File: src/thermal_defs.svh
// constants for the thermal fault and strap configuration block
// assumes one 20 MHz core clock and a plain single-cycle register port
//
// Contract
// - a read of the first temperature register returns the die temperature and a read of the second returns the remote temperature.
// - with the remote sensor disabled or out of range, the die temperature drives fault checks and current compensation.
// - with a valid remote junction attached, the remote temperature drives fault checks and current compensation.
// - a remote sense input held at ground disables remote measurement entirely.
// - fault and warning thresholds are host programmable and the fault threshold resets to 115 degrees.
// - the fault rises when the temperature reaches the fault threshold and clears only below the warning threshold.
// - by default a fault shuts the output down and the block restarts by itself once the fault clears.
// - while acting on a temperature fault, regulation is off and power good is low.
// - input voltage, output voltage, current and the selected temperature are watched and alert on host-set limits.
// - power-supply status can be read at any time, also while regulating or in fault.
// - the strap configuration is sampled once after power-up and later changes are ignored.
// - host fault and warning thresholds can be committed to nonvolatile storage and are used at the next power-up.
// - calibration starts whenever the output is enabled or the host asks for it.
// - the open-drain alert pin is pulled low while the host must service the block, released otherwise.
`ifndef THERMAL_DEFS_SVH
`define THERMAL_DEFS_SVH

// ==========================================================
// register offsets
`define REG_CTRL 8'h00
`define REG_FAULT_LIM 8'h04
`define REG_WARN_LIM 8'h08
`define REG_TEMP1 8'h0C
`define REG_TEMP2 8'h10
`define REG_TEMP_SEL 8'h14
`define REG_STATUS 8'h18
`define REG_MASK 8'h1C
`define REG_VIN_LIM 8'h20
`define REG_VOUT_LIM 8'h24
`define REG_IOUT_LIM 8'h28
`define REG_STRAP 8'h2C
`define REG_PSTATE 8'h30

// ==========================================================
// control fields and reset values
`define CTRL_REMOTE_EN 0
`define CTRL_AUTO_RESTART 1
`define CTRL_CAL_CMD 2
`define CTRL_NVM_COMMIT 3
`define CTRL_RESET 2'h3
`define FAULT_LIM_RESET 12'h073
`define WARN_LIM_RESET 12'h069
`define MON_LIM_RESET 12'hFFF

// ==========================================================
// status bits
`define ST_OT_FAULT 0
`define ST_OT_CLEAR 1
`define ST_VIN 2
`define ST_VOUT 3
`define ST_IOUT 4
`define ST_CAL_DONE 5
`define ST_BITS 6

`endif

File: src/thermal_pkg.sv
// types shared by the thermal fault block
// assumes nothing beyond the synthesis tool
`default_nettype none
package thermal_pkg;
    // ==========================================================
    // power sequencing states
    typedef enum logic [3:0] {
        PS_IDLE = 4'b0001,
        PS_CAL = 4'b0010,
        PS_RUN = 4'b0100,
        PS_FAULT = 4'b1000
    } pstate_t;
endpackage
`default_nettype wire

File: src/thermal_fault_and_strap_config.sv
// thermal source selection, overtemperature shutdown, monitors, straps and calibration start
// assumes synchronous inputs on core_clk and an outside pull-up on the alert pin
`include "thermal_defs.svh"
`default_nettype none
module thermal_fault_and_strap_config
    import thermal_pkg::*;
#(
    parameter int TW = 12,
    parameter int MW = 12,
    parameter int SW = 8
) (
    input wire logic core_clk,
    input wire logic rst_b,
    input wire logic [7:0] reg_addr,
    input wire logic [15:0] reg_wdata,
    input wire logic reg_wr,
    input wire logic reg_rd,
    output logic [15:0] reg_rdata,
    input wire logic en_pin,
    input wire logic signed [TW-1:0] die_temp,
    input wire logic die_temp_valid,
    input wire logic signed [TW-1:0] remote_temp,
    input wire logic remote_temp_valid,
    input wire logic remote_in_range,
    input wire logic remote_junction_sense_grounded,
    input wire logic [MW-1:0] vin_sample,
    input wire logic [MW-1:0] vout_sample,
    input wire logic [MW-1:0] iout_sample,
    input wire logic mon_valid,
    input wire logic [SW-1:0] strap_cfg,
    input wire logic nvm_stored_valid,
    input wire logic [2*TW-1:0] nvm_stored_data,
    output logic nvm_wr,
    output logic [2*TW-1:0] nvm_wr_data,
    output logic cal_start,
    input wire logic cal_done,
    output logic regulation_enable,
    output logic power_good_out,
    output logic signed [TW-1:0] tempco_temp,
    output logic tempco_temp_valid,
    output logic host_attention_request_out,
    output logic host_attention_request_oe_b,
    output logic irq
);
    // ==========================================================
    // declarations
    logic remote_en;
    logic auto_restart;
    logic signed [TW-1:0] fault_limit;
    logic signed [TW-1:0] warn_limit;
    logic [MW-1:0] vin_limit;
    logic [MW-1:0] vout_limit;
    logic [MW-1:0] iout_limit;
    logic [`ST_BITS-1:0] status;
    logic [`ST_BITS-1:0] mask;
    logic [`ST_BITS-1:0] events;
    logic signed [TW-1:0] die_t_q;
    logic signed [TW-1:0] remote_t_q;
    logic [SW-1:0] strap_reg;
    logic strap_taken;
    logic remote_usable;
    logic signed [TW-1:0] sel_temp;
    logic sel_valid;
    logic ot_fault;
    logic ot_fault_d;
    logic [2:0] mon_flag;
    logic [2:0] mon_flag_d;
    logic cal_req;
    logic ctrl_wr;
    pstate_t state;
    pstate_t next_state;
    logic [MW-1:0] mon_sample [3];
    logic [MW-1:0] mon_limit [3];

    assign ctrl_wr = reg_wr && reg_addr == `REG_CTRL;

    // ==========================================================
    // temperature source selection
    // grounded sense disables
    assign remote_usable = remote_en && !remote_junction_sense_grounded && remote_in_range;
    assign sel_temp = remote_usable ? remote_temp : die_temp;
    assign sel_valid = remote_usable ? remote_temp_valid : die_temp_valid;

    always_ff @(posedge core_clk or negedge rst_b) begin
        if (!rst_b) begin
            die_t_q <= '0;
            remote_t_q <= '0;
        end else begin
            if (die_temp_valid) begin
                die_t_q <= die_temp;
            end
            // a remote sensor with grounded sense keeps its last value for readback
            if (remote_temp_valid && !remote_junction_sense_grounded) begin
                remote_t_q <= remote_temp;
            end
        end
    end

    // current compensation follows the same source as fault protection
    always_ff @(posedge core_clk or negedge rst_b) begin
        if (!rst_b) begin
            tempco_temp <= '0;
            tempco_temp_valid <= 1'b0;
        end else begin
            tempco_temp_valid <= sel_valid;
            if (sel_valid) begin
                tempco_temp <= sel_temp;
            end
        end
    end

    // ==========================================================
    // overtemperature with warning-level hysteresis
    // fault hysteresis
    hyst_compare #(.W(TW)) u_ot (
        .core_clk(core_clk),
        .rst_b(rst_b),
        .sample(sel_temp),
        .sample_valid(sel_valid),
        .set_level(fault_limit),
        .clr_level(warn_limit),
        .flag(ot_fault)
    );

    // ==========================================================
    // voltage and current monitors
    assign mon_sample[0] = vin_sample;
    assign mon_sample[1] = vout_sample;
    assign mon_sample[2] = iout_sample;
    assign mon_limit[0] = vin_limit;
    assign mon_limit[1] = vout_limit;
    assign mon_limit[2] = iout_limit;

    for (genvar i = 0; i < 3; i++) begin : g_mon
        hyst_compare #(.W(MW + 1)) u_mon (
            .core_clk(core_clk),
            .rst_b(rst_b),
            .sample({1'b0, mon_sample[i]}),
            .sample_valid(mon_valid),
            .set_level({1'b0, mon_limit[i]}),
            .clr_level({1'b0, mon_limit[i]}),
            .flag(mon_flag[i])
        );
    end

    always_ff @(posedge core_clk or negedge rst_b) begin
        if (!rst_b) begin
            ot_fault_d <= 1'b0;
            mon_flag_d <= '0;
        end else begin
            ot_fault_d <= ot_fault;
            mon_flag_d <= mon_flag;
        end
    end

    always_comb begin
        events = '0;
        events[`ST_OT_FAULT] = ot_fault && !ot_fault_d;
        events[`ST_OT_CLEAR] = !ot_fault && ot_fault_d;
        events[`ST_VIN] = mon_flag[0] && !mon_flag_d[0];
        events[`ST_VOUT] = mon_flag[1] && !mon_flag_d[1];
        events[`ST_IOUT] = mon_flag[2] && !mon_flag_d[2];
        events[`ST_CAL_DONE] = state == PS_CAL && cal_done;
    end

    // ==========================================================
    // sticky status, write one to clear; a new event beats the clear
    always_ff @(posedge core_clk or negedge rst_b) begin
        if (!rst_b) begin
            status <= '0;
        end else if (reg_wr && reg_addr == `REG_STATUS) begin
            status <= (status & ~reg_wdata[`ST_BITS-1:0]) | events;
        end else begin
            status <= status | events;
        end
    end

    assign irq = |(status & mask);
    assign host_attention_request_out = 1'b0;
    assign host_attention_request_oe_b = !irq;

    // ==========================================================
    // one-shot strap and stored configuration capture
    // sample once
    always_ff @(posedge core_clk or negedge rst_b) begin
        if (!rst_b) begin
            strap_taken <= 1'b0;
            strap_reg <= '0;
        end else if (!strap_taken) begin
            strap_taken <= 1'b1;
            strap_reg <= strap_cfg;
        end
    end

    // ==========================================================
    // host configuration registers
    // programmable limits
    always_ff @(posedge core_clk or negedge rst_b) begin
        if (!rst_b) begin
            fault_limit <= `FAULT_LIM_RESET;
            warn_limit <= `WARN_LIM_RESET;
        end else if (!strap_taken && nvm_stored_valid) begin
            fault_limit <= nvm_stored_data[TW-1:0];
            warn_limit <= nvm_stored_data[2*TW-1:TW];
        end else if (reg_wr) begin
            if (reg_addr == `REG_FAULT_LIM) begin
                fault_limit <= reg_wdata[TW-1:0];
            end
            if (reg_addr == `REG_WARN_LIM) begin
                warn_limit <= reg_wdata[TW-1:0];
            end
        end
    end

    always_ff @(posedge core_clk or negedge rst_b) begin
        if (!rst_b) begin
            vin_limit <= `MON_LIM_RESET;
            vout_limit <= `MON_LIM_RESET;
            iout_limit <= `MON_LIM_RESET;
            mask <= '0;
        end else if (reg_wr) begin
            if (reg_addr == `REG_VIN_LIM) begin
                vin_limit <= reg_wdata[MW-1:0];
            end
            if (reg_addr == `REG_VOUT_LIM) begin
                vout_limit <= reg_wdata[MW-1:0];
            end
            if (reg_addr == `REG_IOUT_LIM) begin
                iout_limit <= reg_wdata[MW-1:0];
            end
            if (reg_addr == `REG_MASK) begin
                mask <= reg_wdata[`ST_BITS-1:0];
            end
        end
    end

    always_ff @(posedge core_clk or negedge rst_b) begin
        if (!rst_b) begin
            {auto_restart, remote_en} <= `CTRL_RESET;
        end else if (ctrl_wr) begin
            remote_en <= reg_wdata[`CTRL_REMOTE_EN];
            auto_restart <= reg_wdata[`CTRL_AUTO_RESTART];
        end
    end

    always_ff @(posedge core_clk or negedge rst_b) begin
        if (!rst_b) begin
            nvm_wr <= 1'b0;
            nvm_wr_data <= '0;
        end else begin
            nvm_wr <= ctrl_wr && reg_wdata[`CTRL_NVM_COMMIT];
            if (ctrl_wr && reg_wdata[`CTRL_NVM_COMMIT]) begin
                nvm_wr_data <= {warn_limit, fault_limit};
            end
        end
    end

    // ==========================================================
    // power sequencing
    // a host calibration request is held until the sequencer can act on it
    always_ff @(posedge core_clk or negedge rst_b) begin
        if (!rst_b) begin
            cal_req <= 1'b0;
        end else if (ctrl_wr && reg_wdata[`CTRL_CAL_CMD]) begin
            cal_req <= 1'b1;
        end else if (state == PS_CAL) begin
            cal_req <= 1'b0;
        end
    end

    always_comb begin
        next_state = state;
        unique case (state)
            PS_IDLE: begin
                if (ot_fault) begin
                    next_state = PS_FAULT;
                end else if (en_pin && strap_taken) begin
                    next_state = PS_CAL;
                end
            end
            PS_CAL: begin
                if (ot_fault) begin
                    next_state = PS_FAULT;
                end else if (!en_pin) begin
                    next_state = PS_IDLE;
                end else if (cal_done) begin
                    next_state = PS_RUN;
                end
            end
            PS_RUN: begin
                if (ot_fault) begin
                    next_state = PS_FAULT;
                end else if (!en_pin) begin
                    next_state = PS_IDLE;
                end else if (cal_req) begin
                    next_state = PS_CAL;
                end
            end
            PS_FAULT: begin
                if (!ot_fault && (auto_restart || !en_pin)) begin
                    next_state = PS_IDLE;
                end
            end
            default: begin
                next_state = PS_IDLE;
            end
        endcase
    end

    always_ff @(posedge core_clk or negedge rst_b) begin
        if (!rst_b) begin
            state <= PS_IDLE;
            cal_start <= 1'b0;
        end else begin
            state <= next_state;
            cal_start <= next_state == PS_CAL && state != PS_CAL;
        end
    end

    assign regulation_enable = state == PS_CAL || state == PS_RUN;
    assign power_good_out = state == PS_RUN;

    // ==========================================================
    // register readback, one cycle after the read strobe
    // temperature reads
    always_ff @(posedge core_clk or negedge rst_b) begin
        if (!rst_b) begin
            reg_rdata <= '0;
        end else if (reg_rd) begin
            case (reg_addr)
                `REG_CTRL: reg_rdata <= 16'({auto_restart, remote_en});
                `REG_FAULT_LIM: reg_rdata <= 16'(fault_limit);
                `REG_WARN_LIM: reg_rdata <= 16'(warn_limit);
                `REG_TEMP1: reg_rdata <= 16'(die_t_q);
                `REG_TEMP2: reg_rdata <= 16'(remote_t_q);
                `REG_TEMP_SEL: reg_rdata <= {remote_usable, 15'(sel_temp)};
                `REG_STATUS: reg_rdata <= 16'(status);
                `REG_MASK: reg_rdata <= 16'(mask);
                `REG_VIN_LIM: reg_rdata <= 16'(vin_limit);
                `REG_VOUT_LIM: reg_rdata <= 16'(vout_limit);
                `REG_IOUT_LIM: reg_rdata <= 16'(iout_limit);
                `REG_STRAP: reg_rdata <= 16'(strap_reg);
                `REG_PSTATE: reg_rdata <= 16'({ot_fault, power_good_out, regulation_enable, state});
                default: reg_rdata <= '0;
            endcase
        end else begin
            reg_rdata <= '0;
        end
    end
endmodule
`default_nettype wire

File: src/hyst_compare.sv
// hysteresis comparator: sets at or above one level, clears below another
// assumes samples arrive with a one-cycle valid strobe
`default_nettype none
module hyst_compare #(
    parameter int W = 12
) (
    input wire logic core_clk,
    input wire logic rst_b,
    input wire logic signed [W-1:0] sample,
    input wire logic sample_valid,
    input wire logic signed [W-1:0] set_level,
    input wire logic signed [W-1:0] clr_level,
    output logic flag
);
    // ==========================================================
    // flag with hysteresis
    // set and clear
    always_ff @(posedge core_clk or negedge rst_b) begin
        if (!rst_b) begin
            flag <= 1'b0;
        end else if (sample_valid) begin
            if (!flag && sample >= set_level) begin
                flag <= 1'b1;
            end else if (flag && sample < clr_level) begin
                flag <= 1'b0;
            end
        end
    end
endmodule
`default_nettype wire

File: config.mk
export PLATFORM = sky130hd
export DESIGN_NAME = thermal_fault_and_strap_config
export DESIGN_NICKNAME = d
export VERILOG_FILES = /design/src/thermal_pkg.sv /design/src/thermal_fault_and_strap_config.sv /design/src/hyst_compare.sv
export VERILOG_INCLUDE_DIRS = /design/src /design/src/src
export SDC_FILE = /design/constraint.sdc
export NUM_CORES = 1
export LEC_CHECK = 0
export BUFFER_PORTS_ARGS = -buffer_cell sky130_fd_sc_hd__clkbuf_2
export CELL_PAD_IN_SITES_DETAIL_PLACEMENT = 0
export CELL_PAD_IN_SITES_GLOBAL_PLACEMENT = 1
export CORE_AREA = 2 2 143 145
export CTS_BUF_LIST = sky130_fd_sc_hd__clkbuf_4
export CTS_CLUSTER_SIZE = 10
export DETAILED_ROUTE_END_ITERATION = 6
export DIE_AREA = 0 0 145 147
export PLACE_DENSITY = 0.95
export SLEW_MARGIN = 0
export SYNTH_ARGS = -nofsm -noshare
export SYNTH_HDL_FRONTEND = slang
export SYNTH_SLANG_ARGS = --single-unit
File: constraint.sdc
create_clock -name core_clk -period 7.5 [get_ports core_clk]
set_clock_uncertainty 0.15 [all_clocks]
set_input_delay 1.125 -clock core_clk [delete_from_list [all_inputs] [get_ports core_clk]]
set_output_delay 1.125 -clock core_clk [all_outputs]
set_load 0.005 [all_outputs]
==> impl_results.rst <==
.. list-table::
   :header-rows: 1

   * - Metric
     - Value
   * - Number of synthesized register bits
     - 173
   * - Max-slew violation count
     - 0
   * - Post-synthesis instance total
     - 896
   * - Area of the die
     - about 0.021 mm²
   * - Placed standard-cell area
     - 0.0105 mm²
   * - Non-filler instance count after layout
     - about 1,300
   * - Number of buffers inserted by hold repair at cts
     - 0
   * - Launching point of the worst reg2reg path
     - remote_en$_DFFE_PN1P_
   * - Number of resized instances in the post-cts repair step
     - 0
   * - Total number of nets in the final design
     - about 1,200
   * - Total routing resource utilization after global routing
     - 26.5%
   * - Port bufs
     - 182
   * - HPWL Detailed
     - roughly 21,000 µm
   * - Main synth FF type
     - sky130_fd_sc_hd__dfrtp_1
   * - Final routed DRC violation total
     - 0
   * - Crit path capture type
     - flop
   * - Initial antenna violation count
     - 1
   * - Type of the setup path with the least slack
     - primary input to flop
   * - Final cell utilization of the core
     - between 50 and 60%
   * - Initial core utilization
     - 47.4%
   * - First DRT Iteration DRCs
     - about 700
   * - Setup repair after global routing missed its margin
     - false
   * - Via Count
     - approximately 7,600
   * - Number of failing setup endpoints in the final timing report
     - 0
   * - Hold Path Origin
     - mon_flag_d[2]$_DFF_PN0_
   * - Worst setup timing slack at the placement stage
     - 3.04 ns
   * - Main area contributors after synthesis
     - sky130_fd_sc_hd__dfrtp_1 (33%), sky130_fd_sc_hd__dfstp_2 (13%), sky130_fd_sc_hd__mux2_2 (9.0%)
   * - Routed length per instance
     - 20.6 µm
   * - Number of distinct standard cells referenced by the synthesized netlist
     - 65
   * - Synth-to-Final Area Change
     - 15.2%
   * - H-Tree Depth
     - 4
   * - FF-to-FF path depth
     - 10
   * - Run status
     - finished, final reports clean
   * - Final worst path period share
     - between 50% and 60%
   * - Mean Syn Cell Area
     - approximately 10 µm²
   * - Share of flip-flops with an asynchronous set or reset
     - 100%
   * - Most frequent cells after synthesis
     - sky130_fd_sc_hd__dfrtp_1 (125), sky130_fd_sc_hd__nand2_1 (92), sky130_fd_sc_hd__inv_1 (76)
   * - Via density per instance
     - ~5.6
   * - Share of layout cells above drive strength 1
     - roughly a third
   * - Sequential fraction of the synthesis area
     - 46.7%
   * - Register with the highest flop count
     - nvm_wr_data
   * - Total wire length after detailed routing
     - 27,700 µm
   * - Maxcap violations
     - 0
   * - Width of the die
     - roughly 150 µm
   * - Reg-to-reg slack, setup
     - 3.66 ns
   * - Root buffer cell
     - sky130_fd_sc_hd__clkbuf_4
   * - Worst Hold Class
     - flop to flop
   * - Startpoint types
     - primary input
   * - Post-synthesis cell type with the largest combined area
     - sky130_fd_sc_hd__dfrtp_1
   * - Data arrival time at the worst-slack endpoint
     - approximately 4.2 ns
   * - Number of warnings reported in the yosys synthesis log
     - 0
   * - Largest driver fanout on the critical path
     - 16
   * - Fmax
     - approximately 260 MHz
   * - Net count of the mapped netlist
     - 1,083
   * - Number of buffers inserted to repair setup after CTS
     - 0
   * - PnR Total Power
     - about 2.1 mW
   * - Number of hold violations in the final report
     - 0
   * - Worst Hold Path EP
     - status[4]$_DFF_PN0_
   * - Summed instance area of the synthesized netlist
     - ~0.0094 mm²
   * - Vias in the first global route
     - 7,568
   * - Final weighted congestion in routability-driven placement
     - between 0.9 and 1
   * - Post-route minimum period
     - around 4 ns
   * - Reg clk slew, reported paths
     - approximately 0.13 ns
   * - Registers with the most flip-flops
     - nvm_wr_data x24, reg_rdata x14
   * - Power per standard cell area
     - around 190 mW/mm²
   * - Total Negative Setup Slacks
     - 0 ns
   * - Placement row count
     - 52
   * - Most instantiated library cell after synthesis
     - sky130_fd_sc_hd__dfrtp_1
   * - Total grt overflow
     - 0
   * - Global-route wire length before repair
     - roughly 43,000 µm
   * - Largest register FFs
     - 24
   * - TritonCTS buffer count
     - 17
   * - Number of flops mapped to enable cells by yosys
     - 0
   * - Fraction of post-synthesis cell area in the top cell type by area
     - between 30% and 40%
   * - Worst-skew pair later-pin latency
     - around 0.6 ns
   * - Clock tree from TritonCTS
     - done
   * - Final-layout worst hold slack
     - between 0.2 and 0.3 ns
   * - Worst max-slew margin expressed relative to the limit
     - approximately an eighth
   * - Core region area
     - between 0.015 and 0.02 mm²
   * - Hold-critical path depth
     - 1
   * - Maximum buffer depth of the clock tree
     - 2
   * - Number of nets with antenna violations after routing
     - 0
   * - Cell area after layout
     - 0.0108 mm²
   * - Actual transition at the worst max-transition pin
     - about 1.3 ns
   * - Static leakage
     - ~5.2 nW
   * - Pin count of the biggest net entering global routing
     - 67
   * - Clk sinks
     - 173
   * - Worst EP required
     - between 7 and 8 ns
   * - R2R Path End
     - u_ot.flag$_DFFE_PN0P_
   * - Placed instance count
     - about 1,300
   * - I/O pin count
     - about 190
   * - Number of iterations in the first detailed-routing pass
     - 6
   * - Slack of the critical path
     - 3.59 ns
   * - Largest vdd supply drop
     - around 0.11 mV
   * - Die Height
     - 147 µm
[worst max-delay path by stage]
stage / startpoint / end / cells past startpoint
floorplan: remote_junction_sense_grounded / u_ot.flag$_DFFE_PN0P_ / 11
global placement: remote_junction_sense_grounded / u_ot.flag$_DFFE_PN0P_ / 11
detailed placement: remote_junction_sense_grounded / u_ot.flag$_DFFE_PN0P_ / 11
CTS: remote_junction_sense_grounded / u_ot.flag$_DFFE_PN0P_ / 11
global route: remote_junction_sense_grounded / u_ot.flag$_DFFE_PN0P_ / 11
finish: remote_junction_sense_grounded / u_ot.flag$_DFFE_PN0P_ / 11
[cells in the final DEF, fill, tap and decap left out, drive strengths merged, types with 6 or more instances in the layout]
cell type / count
nor2b: 6
dfstp: 48
a21oi: 49
buf: 7
nand2: 95
ha: 59
mux2i: 44
o22ai: 17
clkbuf: 201
nand3b: 7
o21ai: 72
nand3: 8
inv: 77
a2111oi: 6
nand2b: 10
dfrtp: 125
a22oi: 23
nor2: 53
mux2: 79
[per-layer routing]
| metal | GRT usage, % | up-vias | share of wire [%] |
|---|---|---|---|
| met5 | 0 | - | 0 |
| li1 | - | 3520 | - |
| met3 | 5.40 | 31 | 7.3 |
| met4 | 6.63 | 0 | 1.7 |
| met1 | 36.4 | 3715 | 43 |
| met2 | 43.2 | 310 | 48 |
[cell type report]
type | count | area [µm²]
fill | 1786 | 9010
multi-input combinational | 605 | 4510
sequential | 173 | 4390
timing repair buffer | 188 | 962
tap | 270 | 338
inverter | 76 | 285
clock inverter | 11 | 193
clock buffer | 20 | 150
antenna | 1 | 2.50
[cell families (layout without fill, tap and decap cells)]
group	count (synthesis)	in the layout	share of synthesized area, %
compound gates	213	213	14.2
xor+xnor	1	1	0.0932
simple gates	204	204	10.8
other cells	2	3	0.0799
buf+inv	118	295	5.38
fa+ha+maj	59	59	7.85
mux	126	126	14.9
flops	173	173	46.7
[where the power goes]
group | internal [mW] | leakage (nW) | switching, mW
Clock | 0.308 | 0.181 | 0.321
Combinational | 0.159 | 2.97 | 0.202
Sequential | 1.02 | 2.05 | 0.0824
Total | 1.49 | 5.20 | 0.606
[worst max-delay path, stage by stage]
cell and delay (ns):
sky130_fd_sc_hd__clkbuf_2 0.08, sky130_fd_sc_hd__nand3b_1 0.80, sky130_fd_sc_hd__mux2i_1 0.77, sky130_fd_sc_hd__inv_1 0.16, sky130_fd_sc_hd__ha_1 0.31, sky130_fd_sc_hd__nand4_1 0.11
sky130_fd_sc_hd__nor2_1 0.17, sky130_fd_sc_hd__o221ai_1 0.19, sky130_fd_sc_hd__a21oi_1 0.21, sky130_fd_sc_hd__mux2i_1 0.19, sky130_fd_sc_hd__a31oi_1 0.09
Note: power is estimated with default switching activity, not from simulation.
